### config.mk
export PLATFORM = sky130hd
export DESIGN_NAME = supply_supervisor_control
export DESIGN_NICKNAME = d
export VERILOG_FILES = /design/src/rtl/supply_supervisor_control.v
export VERILOG_INCLUDE_DIRS = /design/src /design/src/rtl
export SDC_FILE = /design/constraint.sdc
export NUM_CORES = 1
export LEC_CHECK = 0
export BUFFER_PORTS_ARGS = -buffer_cell sky130_fd_sc_hd__buf_2
export CAP_MARGIN = 20
export CORE_MARGIN = 1
export CORE_UTILIZATION = 39
export CTS_CLUSTER_SIZE = 12
export DETAILED_ROUTE_END_ITERATION = 8
export PLACE_DENSITY = 0.8
export REMOVE_ABC_BUFFERS = 1
export SYNTH_ARGS = -nofsm -noshare
export SYNTH_HDL_FRONTEND = slang
export SYNTH_HIERARCHICAL = 1
export SYNTH_SLANG_ARGS = --single-unit
### constraint.sdc
create_clock -name clk_i -period 1.8 [get_ports clk_i]
set_input_delay 0.18 -clock clk_i [delete_from_list [all_inputs] [get_ports clk_i]]
set_output_delay 0.18 -clock clk_i [all_outputs]
set_load 0.05 [all_outputs]
### src/rtl/supply_supervisor_defines.vh
// register map, field positions and reset values of the supply supervisor block
`ifndef SUPPLY_SUPERVISOR_DEFINES_VH
`define SUPPLY_SUPERVISOR_DEFINES_VH

// register indices; the byte address is four times the index
`define RESET_CTRL_IDX      8'he3
`define DETECT_CTRL_IDX     8'he4
`define POWER_DOWN_IDX      8'he5

// fields
`define THRESH_MSB          3
`define THRESH_LSB          0
`define FLAG_BIT            4

// reset values and the detect-off code
`define THRESH_RST          4'h0
`define POWER_DOWN_RST      8'h00
`define DETECT_OFF_CODE     4'h0

// power-down option keys
`define KEY_BOTH_OFF        8'h37
`define KEY_RESET_OFF       8'h38

`endif

### src/rtl/supply_supervisor_control.v
// supply supervisor control registers behind a classic wishbone slave
//
// Chosen here: the Wishbone register port.
`include "supply_supervisor_defines.vh"

module supply_supervisor_control (
  // clock and reset
  input  wire        clk_i,
  input  wire        rst_i,
  // wishbone slave
  input  wire        cyc_i,
  input  wire        stb_i,
  input  wire        we_i,
  input  wire [9:0]  adr_i,
  input  wire [3:0]  sel_i,
  input  wire [31:0] dat_i,
  output reg  [31:0] dat_o,
  output wire        ack_o,
  // analog side
  input  wire        supply_below_detect_i,
  output wire [3:0]  reset_threshold_select_o,
  output wire [3:0]  detect_threshold_select_o,
  output wire        detect_enable_o,
  output wire        detect_interrupt_flag_o,
  output wire        low_voltage_reset_disable_o,
  output wire        power_on_reset_disable_o
);

  // register state; the three fields live in loadable field registers
  wire [3:0]  reset_sel_q;
  wire [3:0]  detect_sel_q;
  wire [7:0]  pd_option_q;
  reg         flag_q;
  reg         flag_d;
  reg         ack_q;
  reg         ack_d;
  reg  [31:0] rdata_d;
  reg         lowv_reset_off;
  reg         power_on_off;

  wire       req      = cyc_i & stb_i & ~ack_q;
  wire [7:0] idx      = adr_i[9:2];
  wire       wr_lane0 = req & we_i & sel_i[0];
  wire       hit_rst  = (idx == `RESET_CTRL_IDX);
  wire       hit_det  = (idx == `DETECT_CTRL_IDX);
  wire       hit_pd   = (idx == `POWER_DOWN_IDX);
  // detection is gated by the select code itself
  wire       det_en   = (detect_sel_q != `DETECT_OFF_CODE);
  wire       det_evt  = det_en & supply_below_detect_i;
  wire       flag_clr = wr_lane0 & hit_rst & ~dat_i[`FLAG_BIT];

  // one write strobe per register, all on the low byte lane
  wire       wr_rst   = wr_lane0 & hit_rst;
  wire       wr_det   = wr_lane0 & hit_det;
  wire       wr_pd    = wr_lane0 & hit_pd;
  wire       rd_req   = req & ~we_i;

  // single-cycle answer: ack one edge after the request, dropped the next
  always @* begin
    ack_d = req;
  end

  // registered so the answer never depends on this cycle's address decode
  always @(posedge clk_i) begin
    if (rst_i) begin
      ack_q <= 1'b0;
    end else begin
      ack_q <= ack_d;
    end
  end
  assign ack_o = ack_q;

  // reset threshold select, read/write, cleared by reset
  supervisor_field_reg #(
    .WIDTH       (4),
    .RESET_VALUE (`THRESH_RST)
  ) reset_sel_reg (
    .clk_i   (clk_i),
    .rst_i   (rst_i),
    .load_i  (wr_rst),
    .data_i  (dat_i[`THRESH_MSB:`THRESH_LSB]),
    .value_o (reset_sel_q)
  );

  // detect threshold select; code zero keeps detection off
  supervisor_field_reg #(
    .WIDTH       (4),
    .RESET_VALUE (`THRESH_RST)
  ) detect_sel_reg (
    .clk_i   (clk_i),
    .rst_i   (rst_i),
    .load_i  (wr_det),
    .data_i  (dat_i[`THRESH_MSB:`THRESH_LSB]),
    .value_o (detect_sel_q)
  );

  // power-down option; held until rewritten or reset
  supervisor_field_reg #(
    .WIDTH       (8),
    .RESET_VALUE (`POWER_DOWN_RST)
  ) pd_option_reg (
    .clk_i   (clk_i),
    .rst_i   (rst_i),
    .load_i  (wr_pd),
    .data_i  (dat_i[7:0]),
    .value_o (pd_option_q)
  );

  // a new event in the clearing cycle wins, so no detection is lost
  always @* begin
    flag_d = flag_q;
    if (det_evt) begin
      flag_d = 1'b1;
    end else if (flag_clr) begin
      flag_d = 1'b0;
    end
  end

  // sticky: only a software write of zero or a reset takes it down
  always @(posedge clk_i) begin
    if (rst_i) begin
      flag_q <= 1'b0;
    end else begin
      flag_q <= flag_d;
    end
  end

  // read data is captured with the ack and held until the next read
  always @* begin
    rdata_d = dat_o;
    if (rd_req) begin
      case (idx)
        `RESET_CTRL_IDX: begin
          rdata_d = {27'h0, flag_q, reset_sel_q};
        end
        `DETECT_CTRL_IDX: begin
          rdata_d = {28'h0, detect_sel_q};
        end
        // the option register is write-only and reads as zero
        `POWER_DOWN_IDX: begin
          rdata_d = 32'h0000_0000;
        end
        // unmapped slots are still acked and read as zero
        default: begin
          rdata_d = 32'h0000_0000;
        end
      endcase
    end
  end

  // cleared by reset so the first read never shows stale data
  always @(posedge clk_i) begin
    if (rst_i) begin
      dat_o <= 32'h0000_0000;
    end else begin
      dat_o <= rdata_d;
    end
  end

  // only the two keys disable anything; a stray value leaves both resets on
  // decoded combinationally so a key takes hold one edge after its write
  always @* begin
    lowv_reset_off = 1'b0;
    power_on_off   = 1'b0;
    case (pd_option_q)
      `KEY_BOTH_OFF: begin
        lowv_reset_off = 1'b1;
        power_on_off   = 1'b1;
      end
      `KEY_RESET_OFF: begin
        lowv_reset_off = 1'b1;
      end
      default: begin
        lowv_reset_off = 1'b0;
        power_on_off   = 1'b0;
      end
    endcase
  end

  // levels toward the analog side; the thresholds themselves live there
  // the flag is a plain level: this block raises no interrupt of its own
  assign reset_threshold_select_o    = reset_sel_q;
  assign detect_threshold_select_o   = detect_sel_q;
  assign detect_enable_o             = det_en;
  assign detect_interrupt_flag_o     = flag_q;
  assign low_voltage_reset_disable_o = lowv_reset_off;
  assign power_on_reset_disable_o    = power_on_off;

endmodule // supply_supervisor_control

// loadable field register; reset value set per instance
module supervisor_field_reg #(
  parameter             WIDTH       = 4,
  parameter [WIDTH-1:0] RESET_VALUE = {WIDTH{1'b0}}
) (
  // clock and reset
  input  wire             clk_i,
  input  wire             rst_i,
  // load strobe and new value
  input  wire             load_i,
  input  wire [WIDTH-1:0] data_i,
  output reg  [WIDTH-1:0] value_o
);

  // the load strobe already excludes the ack cycle, so a held request writes once
  always @(posedge clk_i) begin
    if (rst_i) begin
      value_o <= RESET_VALUE;
    end else if (load_i) begin
      value_o <= data_i;
    end
  end

endmodule // supervisor_field_reg

* Word level (Yosys, flattened, before mapping) *
Index checks and enable logic that the tools add are counted.

storage, ports and cells
  logic and storage cells = 32
  output and inout bits = 45
  input bits = 52
  bits in registers = 50

cells by class
  reduce and logical (&&, ||, !) cells = 3
  multiplexer cells = 5
  equality and inequality tests = 5
  bitwise gates (word level) = 13

operator list
  cell                  number
  $eq A8 B8 Y1 const B  3
  $eq A8 B6 Y1 const B  2
  $and A1 B1 Y1         10
  $pmux W5 S2           1
  $mux W1               4
  $reduce_bool A4 Y1    1
  $not A1 Y1            3
  $reduce_bool A2 Y1    1
  $reduce_or A2 Y1      1

* Depth between registers and ports, before layout *
  word-level depth = 8
  mapped depth = 6
  gate-level depth less buffers = 5

* By module *
The synthesis kept the hierarchy.

modules (own cells, without submodules)
  module                                     instances  area each (um^2)  cells an instance  sequential area each (um^2)
  supply_supervisor_control                  1          660.6             80                 140.1
  supervisor_field_reg (pd_option_reg)       1          285.3             26                 160.2
  supervisor_field_reg (detect_sel_reg ...)  2          140.1             13                 80.1

* Worst setup path before layout *
OpenSTA, ideal clock, no wires.

  path type = flip-flop to output port
  start point = register pd_option_reg.value_o[1]
  end point = output low_voltage_reset_disable_o
  arrival = 1.602 ns
  cell stages (with the launch flop) = 3
  buffers on the path = 0
  setup slack = 0.018 ns
  required time = 1.620 ns
  cells stage by stage = dfxtp_1 or4b_1 a21oi_1

on the way
  longest elaborated chain between the ends = 3
  elaborated cells between the ends (all ways) = 4
  those cells by class = eq/ne (2); mux (1); reduce/logical (1)

RTL lines
  element                       RTL line                         RTL
  start, declared               supply_supervisor_control.v:202  output reg [WIDTH-1:0] value_o
  start signal, assigned        supply_supervisor_control.v:210  value_o <= data_i;
  $eq A8 B6 Y1                  supply_supervisor_control.v:165  case (pd_option_q)
  $reduce_or A2 Y1 (no line) *  --
  $mux W1 *                     supply_supervisor_control.v:165
  end, declared                 supply_supervisor_control.v:25   output wire low_voltage_reset_disable_o,

Every way passes the cells marked *; elsewhere a longest branch is shown, timed or not.

* Final worst setup path *
Ends and elaborated chain as after synthesis.

==> flow_summary.toml <==
[grt]
grt_pass1_wl_mm = 4.077
track_usage = 0.1561
gr-total-overflow = 0
antenna_found_initial = 0
grt_max_degree = 23
first_global_vias = 1001

[cts]
clock-sinks = 23
h-tree-depth = 1
postCtsSetupBuffers = 0
cts_tree = "done"
post_cts_resized = 0
path_clk_slew_ps = 120
hold_buffers = 0
cts_buffers = 3
clk_path_buf_depth = 2
clock_latency_ps = 310
root_buffer = "clkbuf_4"

[floorplanning]
initial_core_util = 0.4263
rows = 19
die_y_um = 58.07
die_area_um2 = 3372
core_area_um2 = 2877
io_pins = 97
dieWidth_um = 58.07

[place]
dp_hpwl_mm = 1.923
gp_congestion = 0.7533
portBuffers = 40

[finish]
area_growth_pct = 15.41
mostFrequentLayoutCells = "39 x buf_2, 27 x conb_1, 23 x dfxtp_1"
nFillCells = 287
final_common_cell = "buf_2"
diodes = 0
drive_gt1_frac = 0.2841
final_net_count = 229

[yosys]
synth_cell_types = 26
ys_seq_area_frac = 0.3755
ys_seq_elements = 23
synth_top_area_share = 0.3755
yosys.area.top_type = "dfxtp_1"
ys_top_cells_by_area = "dfxtp_1 38%, buf_4 17%, mux2i_1 13%, nor2_1 6.1%, nor4bb_1 3.3%"
synth_area_um2 = 1226
ys_warn_count = 6
synthCells = 132
avgSynthCellArea_um2 = 9.289

[drt]
viasPerCell = 4.560
drt_iter0_drc = 39
ant_nets = 0
wire_per_inst_um = 10.97
routed_wl_mm = 2.392
drc_errors = 8
drt-pass1-iter-count = 9
vias = 994

[timing]
slew_viol_final = 0
fin_skew_ps = 1.903
setup_tns_ps = 0
fin_crit_sh = 0.9599
hold_ws_ps = 71.67
min_period_ps = 1728
hold_viol_final = 0
max_clock_freq_ghz = 0.5788
rsz0062_at_grt = "false"
setup_viol = 0

[power_and_ir_drop]
cellLeakagePower_nw = 0.6101
power_density_nw_per_um2 = 658.3
worst_ir_drop_vdd_mv = 0.4506

[min_path]
hold_path_class = "input port to flip-flop"

[run]
cap_violations = 0

[critical_path]
crit_chain = "or4b_1 -> a21oi_1 -> buf_4"
critPathMaxFanout = 3
criticalPathCategory = "flip-flop to primary output"
worstSetupEndpointType = "primary output"
cpPeakStageDelay_ps = 510
crit_arrival_ps = 1550
required_ps = 1620
cpMaxStageDelayCell = "or4b_1"
cp-start-kind = "flip-flop"

[outcome]
violations = "design-rule violations"
status = "finished with violations"
## cell type report
type                            instances  area (um2)  share of cell area
Clock buffer                            4       26.28             0.01857
Inverter                                8       30.03             0.02122
Multi-Input combinational cell         96       605.6              0.4279
Sequential cell                        23       460.4              0.3254
Tap cell                               42       52.55             0.03714
Timing Repair Buffer                   45       240.2              0.1698
## metrics by stage
| stage | setup slack (ps) | cell area [um2] | cells | util | total power [mW] |
|---|---|---|---|---|---|
| after global routing | 17.67 | 1415 | 218 | 0.4920 | 0.9671 |
| after detailed placement | 122.2 | 1386 | 214 | 0.4819 | 0.7046 |
| after floorplan | -155.3 | 1096 | 127 | - | 0.6623 |
| final | 72.20 | 1415 | 218 | 0.4920 | 0.9316 |
| after CTS | 2.636 | 1413 | 218 | 0.4911 | 0.9401 |
| after global placement | 137.4 | 1386 | 214 | 0.4819 | 0.7035 |
## where the power goes
part	total [mW]	switching [mW]	leakage, nW	internal [mW]
Sequential	0.511	0.00113	0.185	0.510
Combinational	0.184	0.154	0.410	0.0301
Clock	0.237	0.150	0.0150	0.0866
Total	0.932	0.305	0.610	0.627
## synth_stat cells
master and number:
nor4bb_1 4, nor3_1 1, nor4_1 1, and2_1 1, or4b_1 1, o41a_1 1
nand4b_1 3, and4b_1 1, conb_1 1, nor2_1 20, or4b_4 2, a211oi_1 1
dfxtp_1 23, buf_1 1, nand3b_1 5, nand4_1 2, nand4bb_1 1, buf_6 1
nand2_1 2, o221ai_1 4, nand3_1 1, mux2i_1 16, buf_4 27, inv_1 8
clkbuf_2 2, a21oi_1 2
## layer usage
metal	GRT usage	part of all wire	vias up
met4	0.04082	0.010	0
met5	0	0	-
met2	0.2775	0.45	55
met3	0.07813	0.12	4
met1	0.1628	0.42	441
li1	-	-	494
## sequential cells by signal, summed over array words and instances, names as in the netlist
signal                   flops
ack_o                        1
dat_o                        5
detect_interrupt_flag_o      1
detect_sel_reg/value_o       4
pd_option_reg/value_o        8
reset_sel_reg/value_o        4
## final timing paths
path / cells after the start / slack (ps) / start / end
worst max-delay path: 3 / 70 / pd_option_reg/value_o[1] / low_voltage_reset_disable_o
worst min register to register: 2 / 460 / dat_o[4] / dat_o[4]
worst min-delay path: 2 / 70 / rst_i / ack_o
worst max register to register: 3 / 160 / ack_o / dat_o[0]
## worst max-delay path: cells and delay by family (launching register included)
family | cells | cell delay, ps
DFF | 1 | 340
buffers and inverters | 1 | 220
and+or+nand+nor | 1 | 510
AOI/OAI and AO/OA | 1 | 170
## logic make-up after synthesis
| family | synth area share |
|---|---|
| and+or+nand+nor | 0.2286 |
| buffers and inverters | 0.2102 |
| DFF | 0.3755 |
| muxes | 0.1306 |
| AOI/OAI and AO/OA | 0.05204 |
| other | 0.003058 |
(Power assumes the default switching activity.)
